--- src/hw/uisc_cfg.svh ---
`ifndef UISC_CFG_SVH
`define UISC_CFG_SVH
// register addresses on the local bus
`define UISC_ADDR_FLAGS    8'h20
`define UISC_ADDR_MASK     8'h21
`define UISC_ADDR_POLARITY 8'h22
`define UISC_ADDR_SYSCTL   8'h23
`define UISC_ADDR_READY    8'h24
// reset values
`define UISC_MASK_RST      8'h01
`define UISC_POL_RST       1'b0
// field positions
`define UISC_POL_INTERRUPT_REQUEST_PIN_BIT  0
`define UISC_SWRST_BIT     0
`define UISC_STOP_HI       7
`define UISC_STOP_LO       4
`define UISC_STOP_CODE     4'ha
// cause bit positions in the flags register
`define UISC_C_SETUP       0
`define UISC_C_ENDPT1      1
`define UISC_C_ENDPT2      2
`define UISC_C_CTRL_RX     3
`define UISC_C_CTRL_TX     4
`define UISC_C_BUSRST      5
`define UISC_C_SUSPEND     6
`define UISC_C_ENDPT3      7
// ready flag register bit of endpoint one transmit
`define UISC_RDY_ENDPT1_TX 5
`endif

--- src/hw/uisc_pkg.sv ---
package uisc_pkg;
  typedef enum logic [1:0] {UISC_RUN, UISC_SWRST, UISC_STOPPED} uisc_state_t;
endpackage : uisc_pkg

--- src/hw/uisc_irq_standby.sv ---
`timescale 1ns/1ns
`include "uisc_cfg.svh"
module uisc_irq_standby #(
  parameter int DATA_W = 8,                         // register width
  parameter int NCAUSE = 8                          // interrupt causes
) (
  input  wire logic              mclk_in,           // 20 mhz clock
  input  wire logic              reset_n_in,        // async hardware reset
  input  wire logic [7:0]        addr_in,           // register address
  input  wire logic [DATA_W-1:0] wdata_in,          // write data
  input  wire logic              wr_in,             // write strobe, one cycle
  input  wire logic              rd_in,             // read strobe, one cycle
  input  wire logic [NCAUSE-1:0] cause_set_in,      // cause events, one cycle
  input  wire logic [NCAUSE-1:0] cause_clr_in,      // cause cleared by hardware
  input  wire logic              dma_pkt_full_in,   // dma wrote a max size packet
  output logic [DATA_W-1:0]      rdata_out,         // read data
  output logic                   interrupt_request_pin_out, // interrupt pin
  output logic                   osc_stop_out,      // oscillator stopped
  output logic                   sys_reset_out      // internal system reset, one cycle
);

  uisc_pkg::uisc_state_t  state;
  uisc_pkg::uisc_state_t  next_state;
  logic [NCAUSE-1:0]      pend;
  logic [NCAUSE-1:0]      cause_ack;
  logic [NCAUSE-1:0]      interrupt_cause_mask;
  logic [NCAUSE-1:0]      interrupt_cause_flags;
  logic                   pin_polarity_select;
  logic [DATA_W-1:0]      endpoint_ready_flags;
  logic                   soft_rst;
  logic                   any_pend;
  logic                   wr_mask;
  logic                   wr_polarity;
  logic                   wr_sysctl;
  logic                   wr_ready;
  logic                   swrst_req;
  logic                   stop_req;
  logic                   next_pin;
  logic [DATA_W-1:0]      next_rdata;

  // register select, shared by every write decode; the read mux decodes addr_in with its own case
  function automatic logic hit(input logic [7:0] a, input logic [7:0] reg_addr);
    hit = (a == reg_addr);
  endfunction : hit

  // pin level for a request under the chosen polarity
  function automatic logic pin_level(input logic req, input logic pol);
    pin_level = pol ? req : ~req;
  endfunction : pin_level

  // write decode, one strobe per register except the flags register, which has none
  assign wr_mask     = wr_in && hit(addr_in, `UISC_ADDR_MASK);
  assign wr_polarity = wr_in && hit(addr_in, `UISC_ADDR_POLARITY);
  assign wr_sysctl   = wr_in && hit(addr_in, `UISC_ADDR_SYSCTL);
  assign wr_ready    = wr_in && hit(addr_in, `UISC_ADDR_READY);
  assign swrst_req   = wr_sysctl && wdata_in[`UISC_SWRST_BIT];
  assign stop_req    = wr_sysctl && (wdata_in[`UISC_STOP_HI:`UISC_STOP_LO] == `UISC_STOP_CODE);

  // software reset is one internal cycle then behaves like the pin, but leaves rdata_out as it was
  assign soft_rst      = (state == uisc_pkg::UISC_SWRST);
  assign sys_reset_out = soft_rst;
  assign osc_stop_out  = (state == uisc_pkg::UISC_STOPPED);

  // reset bit wins over a stop code carried in the same write
  always_comb
  begin
    next_state = state;
    case (state)
      uisc_pkg::UISC_RUN:
      begin
        if (swrst_req)
          next_state = uisc_pkg::UISC_SWRST;
        else if (stop_req)
          next_state = uisc_pkg::UISC_STOPPED;
      end
      uisc_pkg::UISC_SWRST:
      begin
        next_state = uisc_pkg::UISC_RUN;
      end
      uisc_pkg::UISC_STOPPED:
      begin
        // other codes leave a stopped oscillator stopped
        if (swrst_req)
          next_state = uisc_pkg::UISC_SWRST;
        else
          next_state = uisc_pkg::UISC_STOPPED;
      end
      default:
      begin
        next_state = uisc_pkg::UISC_RUN;
      end
    endcase
  end

  always_ff @(posedge mclk_in or negedge reset_n_in)
  begin
    if (!reset_n_in)
    begin
      state <= uisc_pkg::UISC_RUN;
    end
    else
    begin
      state <= next_state;
    end
  end

  always_ff @(posedge mclk_in or negedge reset_n_in)
  begin
    if (!reset_n_in)
    begin
      interrupt_cause_mask <= NCAUSE'(`UISC_MASK_RST);
    end
    else if (soft_rst)
    begin
      interrupt_cause_mask <= NCAUSE'(`UISC_MASK_RST);
    end
    else if (wr_mask)
    begin
      interrupt_cause_mask <= wdata_in[NCAUSE-1:0];
    end
  end

  always_ff @(posedge mclk_in or negedge reset_n_in)
  begin
    if (!reset_n_in)
    begin
      pin_polarity_select <= `UISC_POL_RST;
    end
    else if (soft_rst)
    begin
      pin_polarity_select <= `UISC_POL_RST;
    end
    else if (wr_polarity)
    begin
      pin_polarity_select <= wdata_in[`UISC_POL_INTERRUPT_REQUEST_PIN_BIT];
    end
  end

  // ready flags: a written 1 toggles the flag; a full dma packet sets the
  // endpoint one transmit flag and wins over a write in the same cycle
  always_ff @(posedge mclk_in or negedge reset_n_in)
  begin
    if (!reset_n_in)
    begin
      endpoint_ready_flags <= '0;
    end
    else if (soft_rst)
    begin
      endpoint_ready_flags <= '0;
    end
    else
    begin
      if (wr_ready)
      begin
        endpoint_ready_flags <= endpoint_ready_flags ^ wdata_in;
      end
      if (dma_pkt_full_in)
      begin
        endpoint_ready_flags[`UISC_RDY_ENDPT1_TX] <= 1'b1;
      end
    end
  end

  // pending causes; set wins over an ack or hardware clear in the same cycle, soft reset wins over set. a cause stays
  // pending while masked, so restoring the mask raises the pin again
  genvar g;
  generate
    for (g = 0; g < NCAUSE; g++)
    begin : g_cause
      assign cause_ack[g] = wr_ready && wdata_in[g];
      always_ff @(posedge mclk_in or negedge reset_n_in)
      begin
        if (!reset_n_in)
        begin
          pend[g] <= 1'b0;
        end
        else if (soft_rst)
        begin
          pend[g] <= 1'b0;
        end
        else if (cause_set_in[g] && interrupt_cause_mask[g])
        begin
          pend[g] <= 1'b1;
        end
        else if (cause_ack[g] || cause_clr_in[g])
        begin
          pend[g] <= 1'b0;
        end
      end
    end
  endgenerate

  // masking is combinational so a cleared enable drops the flag at once
  assign interrupt_cause_flags = pend & interrupt_cause_mask;
  assign any_pend              = |interrupt_cause_flags;

  always_comb
  begin
    next_pin = pin_level(any_pend, pin_polarity_select);
  end

  // level output: extra causes while pending give no new edge
  always_ff @(posedge mclk_in or negedge reset_n_in)
  begin
    if (!reset_n_in)
    begin
      interrupt_request_pin_out <= 1'b1;
    end
    else if (soft_rst)
    begin
      interrupt_request_pin_out <= 1'b1;
    end
    else
    begin
      interrupt_request_pin_out <= next_pin;
    end
  end

  // unmapped addresses read as zero
  always_comb
  begin
    next_rdata = '0;
    case (addr_in)
      `UISC_ADDR_FLAGS:
      begin
        next_rdata = DATA_W'(interrupt_cause_flags);
      end
      `UISC_ADDR_MASK:
      begin
        next_rdata = DATA_W'(interrupt_cause_mask);
      end
      `UISC_ADDR_POLARITY:
      begin
        next_rdata = DATA_W'(pin_polarity_select);
      end
      `UISC_ADDR_READY:
      begin
        next_rdata = endpoint_ready_flags;
      end
      default:
      begin
        next_rdata = '0;
      end
    endcase
  end

  // read data holds until the next read strobe
  always_ff @(posedge mclk_in or negedge reset_n_in)
  begin
    if (!reset_n_in)
    begin
      rdata_out <= '0;
    end
    else if (rd_in)
    begin
      rdata_out <= next_rdata;
    end
  end

endmodule : uisc_irq_standby

--- config.mk ---
export PLATFORM = sky130hd
export DESIGN_NAME = uisc_irq_standby
export DESIGN_NICKNAME = d
export VERILOG_FILES = /design/src/hw/uisc_pkg.sv /design/src/hw/uisc_irq_standby.sv
export VERILOG_INCLUDE_DIRS = /design/src /design/src/hw
export SDC_FILE = /design/constraint.sdc
export NUM_CORES = 1
export LEC_CHECK = 0
export BUFFER_PORTS_ARGS = -buffer_cell sky130_fd_sc_hd__buf_2
export CORE_UTILIZATION = 57
export DETAILED_ROUTE_END_ITERATION = 10
export PLACE_DENSITY = 0.94
export REMOVE_ABC_BUFFERS = 1
export SLEW_MARGIN = 20
export SYNTH_ARGS = -nofsm -noshare
export SYNTH_HDL_FRONTEND = slang
export SYNTH_SLANG_ARGS = --single-unit
--- constraint.sdc ---
create_clock -name mclk_in -period 2.6 [get_ports mclk_in]
set_input_delay 0.26 -clock mclk_in [delete_from_list [all_inputs] [get_ports mclk_in]]
set_output_delay 0.26 -clock mclk_in [all_outputs]
set_load 0.01 [all_outputs]
# Word level (Yosys, flattened, before mapping)
# Index checks and enable logic that the tools add are counted.
[op_classes]
n_bitwise = 3
reduce_logical = 44
muxes = 38
eq_ne = 9
[ops]
columns = ["op", "n"]
rows = [
  ["8-bit by 6-bit == test with 1-bit output, second input constant", 5],
  ["8-bit 2-to-1 mux", 4],
  ["8-bit case mux with 4 select lines", 1],
  ["1-bit 2-to-1 mux", 29],
  ["3-bit nonzero test", 9],
  ["1-bit logical AND", 22],
  ["8-bit bitwise AND", 1],
  ["1-bit logical OR", 8],
  ["8-bit OR reduction", 1],
  ["8-bit bitwise XOR", 1],
  ["2-bit 2-to-1 mux", 3],
  ["2-bit nonzero test", 3],
  ["4-bit == test, second input constant", 1],
  ["2-bit case mux with 2 select lines", 1],
  ["3-bit inequality test, second input constant", 1],
  ["2-bit by 1-bit == test with 1-bit output, second input constant", 1],
  ["2-bit == test, second input constant", 1],
  ["2-bit zero test", 1],
  ["1-bit inverter", 1],
]
[totals]
elab_cells = 109
in_bits = 37
ff_bits = 36
output_inout_bits = 11

# Depth between registers and ports, before layout
# Gate-level depths: netlist (run 1).
[depth]
depth_word = 7
depth_mapped = 6
depth_no_buf = 4

# Least setup slack after synthesis (run 1)
# OpenSTA, ideal clock, no wires.
[synth_timing]
kind = "input-to-reg"
start = "in addr_in[4]"
end = "reg interrupt_cause_mask[0]"
n_path_buf = 1
setup_ns = 0.075
setup_slack_ns = 0.861
arrival_ns = 1.664
required_time_ns = 2.525
stages = 4
path_cell_list = "or4b_4 > buf_6 > nor4_4 > mux2i_1"
[synth_between]
elab_chain_cells = 3
[synth_lines]
columns = ["item", "line_no", "rtl"]
rows = [
  ["start: declaration", "uisc_irq_standby.sv:9", "input wire logic [7:0] addr_in,"],
  ["8-bit by 6-bit == test with 1-bit output", "uisc_irq_standby.sv:43", "hit = (a == reg_addr);"],
  ["1-bit logical AND", "uisc_irq_standby.sv:52", "assign wr_mask = wr_in && hit(addr_in, `UISC_ADDR_MASK);"],
  ["2-bit nonzero test (no line)", "n/a", ""],
  ["end signal: assignment", "uisc_irq_standby.sv:111", "interrupt_cause_mask <= NCAUSE'(`UISC_MASK_RST);"],
  ["end signal: assignment", "uisc_irq_standby.sv:115", "interrupt_cause_mask <= NCAUSE'(`UISC_MASK_RST);"],
  ["end signal: assignment", "uisc_irq_standby.sv:119", "interrupt_cause_mask <= wdata_in[NCAUSE-1:0];"],
  ["end: declaration", "uisc_irq_standby.sv:26", "logic [NCAUSE-1:0] interrupt_cause_mask;"],
]
# Every way passes these cells.
# A chain may end at the register's enable or synchronous reset.

# Final worst setup path (run 1)
[layout_timing]
start = "reg state[1]"
end = "out sys_reset_out"
[layout_between]
elab_chain_cells = 1
[layout_lines]
columns = ["item", "line_no", "rtl"]
rows = [
  ["start: declaration", "uisc_irq_standby.sv:22", "uisc_pkg::uisc_state_t state;"],
  ["start signal: assignment", "uisc_irq_standby.sv:99", "state <= uisc_pkg::UISC_RUN;"],
  ["start signal: assignment", "uisc_irq_standby.sv:103", "state <= next_state;"],
  ["2-bit by 1-bit == test with 1-bit output", "uisc_irq_standby.sv:60", "assign soft_rst = (state == uisc_pkg::UISC_SWRST);"],
  ["end: declaration", "uisc_irq_standby.sv:19", "output logic sys_reset_out"],
]
# Every way passes these cells.

==> results of run 1 <==
critical path, delay by kind of cell (launching register included):
kind / cells / cell delay (ns)
buffers and inverters: 2 / 0.60
DFF: 1 / 0.39
and+or+nand+nor: 1 / 0.31
metal layers:
metal	GRT usage	up-vias	part of all wire
li1	-	896	-
met1	0.3892	913	0.40
met2	0.4777	113	0.49
met3	0.06418	18	0.086
met4	0.1302	0	0.021
met5	0	-	0
timing repair:
item | CTS | global route
hold buffers | 1 | 0
setup endpoints to repair | 0 | 0
gates resized for setup | 0 | 0
hold endpoints to repair | 11 | 0
sequential cells by signal, summed over array words and instances (netlist names):
register	count
endpoint_ready_flags	8
pin_polarity_select	1
rdata_out	8
pend	8
interrupt_cause_mask	8
state	2
interrupt_request_pin_out	1
layout make-up:
type	count	area share
inverter	9	0.01431
timing repair buffer	50	0.1102
tap	46	0.02438
clock buffer	8	0.02491
sequential	36	0.3826
multi-input combinational	158	0.4436
metrics by stage:
step           hold slack, ns  cells  instance area [um2]    util  total power [mW]
2_1_floorplan        -0.03559    203                 1984       -            0.7065
6_report               0.1391    307                 2361  0.6966             1.103
3_5_place_dp           0.3855    298                 2292  0.6763            0.7923
4_1_cts                0.1389    307                 2361  0.6966             1.104
5_1_grt                0.1464    307                 2361  0.6966             1.163
3_3_place_gp           0.3817    298                 2292  0.6763            0.7830
worst max-delay path by stage:
| stage | depth (start not counted) | from | to | slack [ns] |
|---|---|---|---|---|
| 2_1_floorplan | 4 | state[0] | pend[5] | 0.78 |
| 3_3_place_gp | 4 | addr_in[4] | interrupt_cause_mask[0] | 0.64 |
| 4_1_cts | 3 | state[1] | sys_reset_out | 0.73 |
| 6_report | 3 | state[1] | sys_reset_out | 0.69 |
| 5_1_grt | 3 | state[1] | sys_reset_out | 0.61 |
| 3_5_place_dp | 4 | addr_in[4] | interrupt_cause_mask[2] | 0.58 |
logic make-up (layout without fill, tap and decap cells):
logic type             after synthesis  count (layout)  synth area share
AND/OR/NAND/NOR                    100             100            0.2944
AO/OA/AOI/OAI                       47              47            0.1640
flip-flops                          36              36            0.4419
buffers and inverters               23              67           0.04590
multiplexers                        11              11           0.05386
layout by cell type, fill, tap and decap left out, types with 2 or more instances in the layout:
cell type	Yosys	routed
buf_2	0	47
dfrtp_1	34	34
nand2_1	22	22
nor2_1	16	16
mux2i_1	11	11
nand2b_1	10	10
inv_1	9	9
a21oi_1	8	8
o21ai_0	8	8
o31ai_1	8	8
a2bb2oi_1	7	7
nand3b_1	7	7
nand3_1	7	7
nand4_1	5	5
nand4b_1	5	5
or4_1	5	5
nor3_1	5	5
clkbuf_4	0	5
a22oi_1	4	4
o32ai_1	4	4
nor4bb_1	3	3
a211oi_1	3	3
nor4b_1	2	2
or2_2	2	2
and4_1	2	2
nor3b_1	2	2
clkbuf_1	13	2
dfstp_2	2	2
buf_4	0	2
power groups by stage:
stage / clock [mW] / combinational (mW) / sequential [mW]
2_1_floorplan: 0 / 0.0863 / 0.620
3_3_place_gp: 0 / 0.157 / 0.625
3_5_place_dp: 0 / 0.165 / 0.628
4_1_cts: 0.320 / 0.167 / 0.617
5_1_grt: 0.353 / 0.187 / 0.623
6_report: 0.318 / 0.167 / 0.618
==> out/metrics.cfg, run 1 <==
[outcome]
status = finished, final reports clean

[routing]
ant_nets = 0
num_vias = 1940
drt-vias-per-instance = 6.319
drt_iter0_drc = 122
first_pass_iters = 5
routed_wl_um = 5086
wl_per_cell_um = 16.57
drc = 0

[clocking]
htreeDepth = 2
cts_sinks = 36
cts_setup_buffers = 0
clk_pin_slew_ns = 0.11
cts_tree = yes
cts_root_buf = clkbuf_4
cts_buffer_depth = 2
clk_latency_ns = 0.35
cts_buffers = 5

[setup_path]
crit_path_cell_trace = nand2b_1, inv_1, buf_2
critical_path_class = flop to output port
reg2reg_to = pend[5]
reg2reg_slack_ns = 1.09
rr_startpoint = state[1]
slowest_delay_ns = 0.39
critPathCaptureType = output port
crit_arrival_ns = 1.65
worst_ep_required_time_ns = 2.34
path_max_fanout = 12
rr_worst_depth = 4
start_kind = flop
cp_slowest_cell = dfrtp_1

[timing]
grt_setup_unrepaired = false
finalHoldViolCount = 0
slew_headroom = 0.4643
finalSetupViolations = 0
layout_min_cycle_time_ns = 1.914
maxSlewViolCount = 0
max_freq_mhz = 522.5
period_share = 0.7361
clock_skew_ns = 0.009745
finalSetupTns_ns = 0
setup_ws_ns = 0.6861
worst_pin_slew_ns = 0.8036

[cells_and_area]
multiInputGateArea_um2 = 1047
nNetsFinal = 297
antenna_cells = 0
drive_above_1_share = 0.2414
area_growth_pct = 15.48
register_area_um2 = 903.4
fill_cells = 269

[yosys]
ys_seq_elements = 36
syn_inst = 217
synth_cell_types = 39
syn_area_um2 = 2044
ys_seq_area_frac = 0.4419
synth_top_area_cell = dfrtp_1
yosysMostFrequentCell = dfrtp_1
synth_top_area_frac = 0.4162
syn_avg_cell_area_um2 = 9.421
async_reset_ff_frac = 1.000
yosys_warnings = 0
synth_commonest_cells = dfrtp_1 (34), nand2_1 (22), nor2_1 (16)
synth_edf_count = 0
netlist_top_cells_area = dfrtp_1 (42%), mux2i_1 (5.4%), nand2_1 (4.0%)
synth_ff_type = dfrtp_1

[pwr]
internal-power_mw = 0.7984
powerDensity_nw_per_um2 = 467.2
clkPwrFrac = 0.288
seqPwrFrac = 0.560
leakagePower_nw = 1.078
switching_power_mw = 0.3047
p_sw_frac = 0.2762
pwr-share-comb = 0.152
ir_worst_vdd_mv = 0.3035

[placement]
port_buffers = 47
gp_congestion = 0.8464
post-dp-hpwl_um = 3686
pre_cts_ws_ns = 0.5799

[grt]
grt_pass1_wl_um = 7879
antenna_found_initial = 0
grt_max_degree = 37
grt-ovfl-total = 0
grt_use_total = 0.2978
grt_pass1_vias = 1626

[min_path]
worstHoldEndpoint = pend[0]
hp-start = cause_set_in[0]
hp-class = input pin to flop
hold_depth = 3

[floorplan]
ios = 48
initial_core_util = 0.6032
core_area_um2 = 3390
die_h_um = 61.89
dieWidth_um = 61.89
rows = 21
die-area_um2 = 3830

[flow_run]
drv_cap = 0

(Power assumes the default switching activity.)
==> run 2: changes to the inputs <==
Settings changed: CORE_UTILIZATION 57 to 48, PLACE_DENSITY 0.94 to 0.85.
Clock period 2.6 ns to 1.6 ns, I/O delays scaled along.
==> out/metrics.cfg, run 2 (synthesis results as in run 1) <==
[outcome]
status = finished, final reports clean

[timing]
grt_setup_unrepaired = false
slew_headroom = 0.6594  ; +0.1951
worst_pin_slew_ns = 0.5055  ; -0.2980 ns
maxSlewViolCount = 0  ; unchanged
finalSetupViolations = 0  ; unchanged
layout_min_cycle_time_ns = 1.504
max_freq_mhz = 665.0
period_share = 0.9399
finalSetupTns_ns = 0  ; unchanged
clock_skew_ns = 0.004711  ; -0.005035 ns
setup_ws_ns = 0.09619  ; -0.5899 ns
finalHoldViolCount = 0  ; unchanged

[floorplan]
dieWidth_um = 67.27  ; +8.7%
rows = 23  ; +9.5%
ios = 48  ; unchanged
die-area_um2 = 4525  ; +18%
core_area_um2 = 4058  ; +20%
die_h_um = 67.27  ; +8.7%
initial_core_util = 0.5039  ; -0.09932

[setup_path]
path_max_fanout = 12  ; unchanged
reg2reg_slack_ns = 0.31  ; -0.78 ns
worst_ep_required_time_ns = 1.44  ; -0.90 ns
critPathCaptureType = output port
worstSetupStartpoint = state[1]
rr_startpoint = state[1]
crit_arrival_ns = 1.34  ; -0.31 ns
crit_path_end = sys_reset_out
critical_path_class = flop to output port
cp_slowest_cell = dfrtp_1
start_kind = flop
slowest_delay_ns = 0.37  ; -0.02 ns
rr_worst_depth = 4  ; unchanged
reg2reg_to = pend[5]
crit_path_cell_trace = nand2b_1, inv_1, buf_2

[cells_and_area]
drive_above_1_share = 0.2852  ; +0.04382
final_cell_mix = buf_2 (47), dfrtp_1 (34), nand2_1 (22), buf_4 (18), nor2_1 (16)
fill_cells = 357  ; +33%
fin_util = 0.6183  ; -0.07831
antenna_cells = 0  ; unchanged
final_common_cell = buf_2
area_growth_pct = 22.71
nNetsFinal = 313  ; +5.4%

[clocking]
cts_tree = yes
cts_root_buf = clkbuf_8
clk_latency_ns = 0.29  ; -0.06 ns
cts_sinks = 36  ; unchanged
htreeDepth = 2  ; unchanged
cts_setup_buffers = 0  ; unchanged
cts_buffer_depth = 2  ; unchanged
cts_buffers = 5  ; unchanged
clk_pin_slew_ns = 0.07  ; -0.04 ns
cts_resized = 0  ; unchanged

[grt]
grtUsageMet2 = 0.4225  ; -0.05523
grt.busiest_layer = met2
grt.met1_usage = 0.3038  ; -0.08538
grt_use_total = 0.2532  ; -0.04454
grt-ovfl-total = 0  ; unchanged
grt_max_degree = 24  ; -35%
grt_pass1_vias = 1852  ; +14%
antenna_found_initial = 0  ; unchanged
grt.met3_usage = 0.05236  ; -0.01182
grt_pass1_wl_um = 8404  ; +6.7%

[placement]
port_buffers = 47  ; unchanged
post-dp-hpwl_um = 3848  ; +4.4%
pre_cts_ws_ns = -0.08244  ; -0.6623 ns
gp_congestion = 0.7971  ; -5.8%

[pwr]
ir_worst_vdd_mv = 0.5037  ; +66%
powerDensity_nw_per_um2 = 767.2  ; +64%
leakagePower_nw = 1.164  ; +8.0%

[routing]
drc = 0  ; unchanged
drt_iter0_drc = 133  ; +9.0%
wl_per_cell_um = 16.13  ; -2.6%
drt-vias-per-instance = 5.875  ; -7.0%
ant_nets = 0  ; unchanged
num_vias = 1921  ; -0.98%
first_pass_iters = 4  ; -1
routed_wl_um = 5275  ; +3.7%

[flow_run]
drv_cap = 0  ; unchanged

[min_path]
hp-class = input pin to flop

[run 2: cell count changes in the layout (fill, tap and decap cells not counted)]
cell	before	now
clkbuf_8	1	5
buf_4	2	18
clkbuf_4	5	0
clkinv_2	0	1
[run 2: through the flow]
stage | power [mW] | cell area, um2 | instances | hold slack (ns)
2_1_floorplan | 1.148 | 1984 | 203 | -0.1356
3_3_place_gp | 1.293 | 2417 | 318 | 0.1176
3_5_place_dp | 1.306 | 2417 | 318 | 0.1246
4_1_cts | 1.928 | 2509 | 327 | 0.1053
5_1_grt | 2.018 | 2509 | 327 | 0.1044
6_report | 1.925 | 2509 | 327 | 0.1069
[run 2: worst min-delay path by stage]
stage                                          to  cells after the start             from  slack [ns]
final                                     pend[0]                      3  cause_set_in[0]        0.11
after global routing                      pend[0]                      3  cause_set_in[0]        0.10
after CTS                                 pend[1]                      3  cause_set_in[1]        0.11
after detailed placement             rdata_out[3]                      1       reset_n_in        0.12
after global placement                    pend[0]                      1       reset_n_in        0.12
after floorplan           endpoint_ready_flags[0]                      0       reset_n_in       -0.14
[run 2: final cells by class]
type,instances,area [um2],share of cell area
Clock buffer,7,76.32,0.03042
Clock inverter,1,5.005,0.001995
Inverter,9,33.78,0.01347
Multi-Input combinational cell,158,1047,0.4175
Sequential cell,36,903.4,0.3601
Tap cell,50,62.56,0.02494
Timing Repair Buffer,66,380.4,0.1516
[run 2: what timing repair did]
| action | CTS | global route |
|---|---|---|
| setup endpoints to repair | 0 | 0 |
| hold endpoints to repair | 14 | 0 |
| hold buffers | 1 | 0 |
[run 2: critical path, delay by kind of cell, from the launching register on]
family / cells / cell delay [ns]
buffers and inverters: 2 / 0.51
flip-flops: 1 / 0.37
AND/OR/NAND/NOR: 1 / 0.17
[run 2: power by group]
group / switching [mW] / leakage [nW] / internal, mW
Sequential: 0.0426 / 0.413 / 0.960
Combinational: 0.158 / 0.708 / 0.136
Clock: 0.322 / 0.0422 / 0.306
[run 2: metal layers]
layer	share of wire	routed length, um
met1	0.42	2201
met2	0.50	2641
met4	0.020	104
met3	0.062	327
met5	0	0
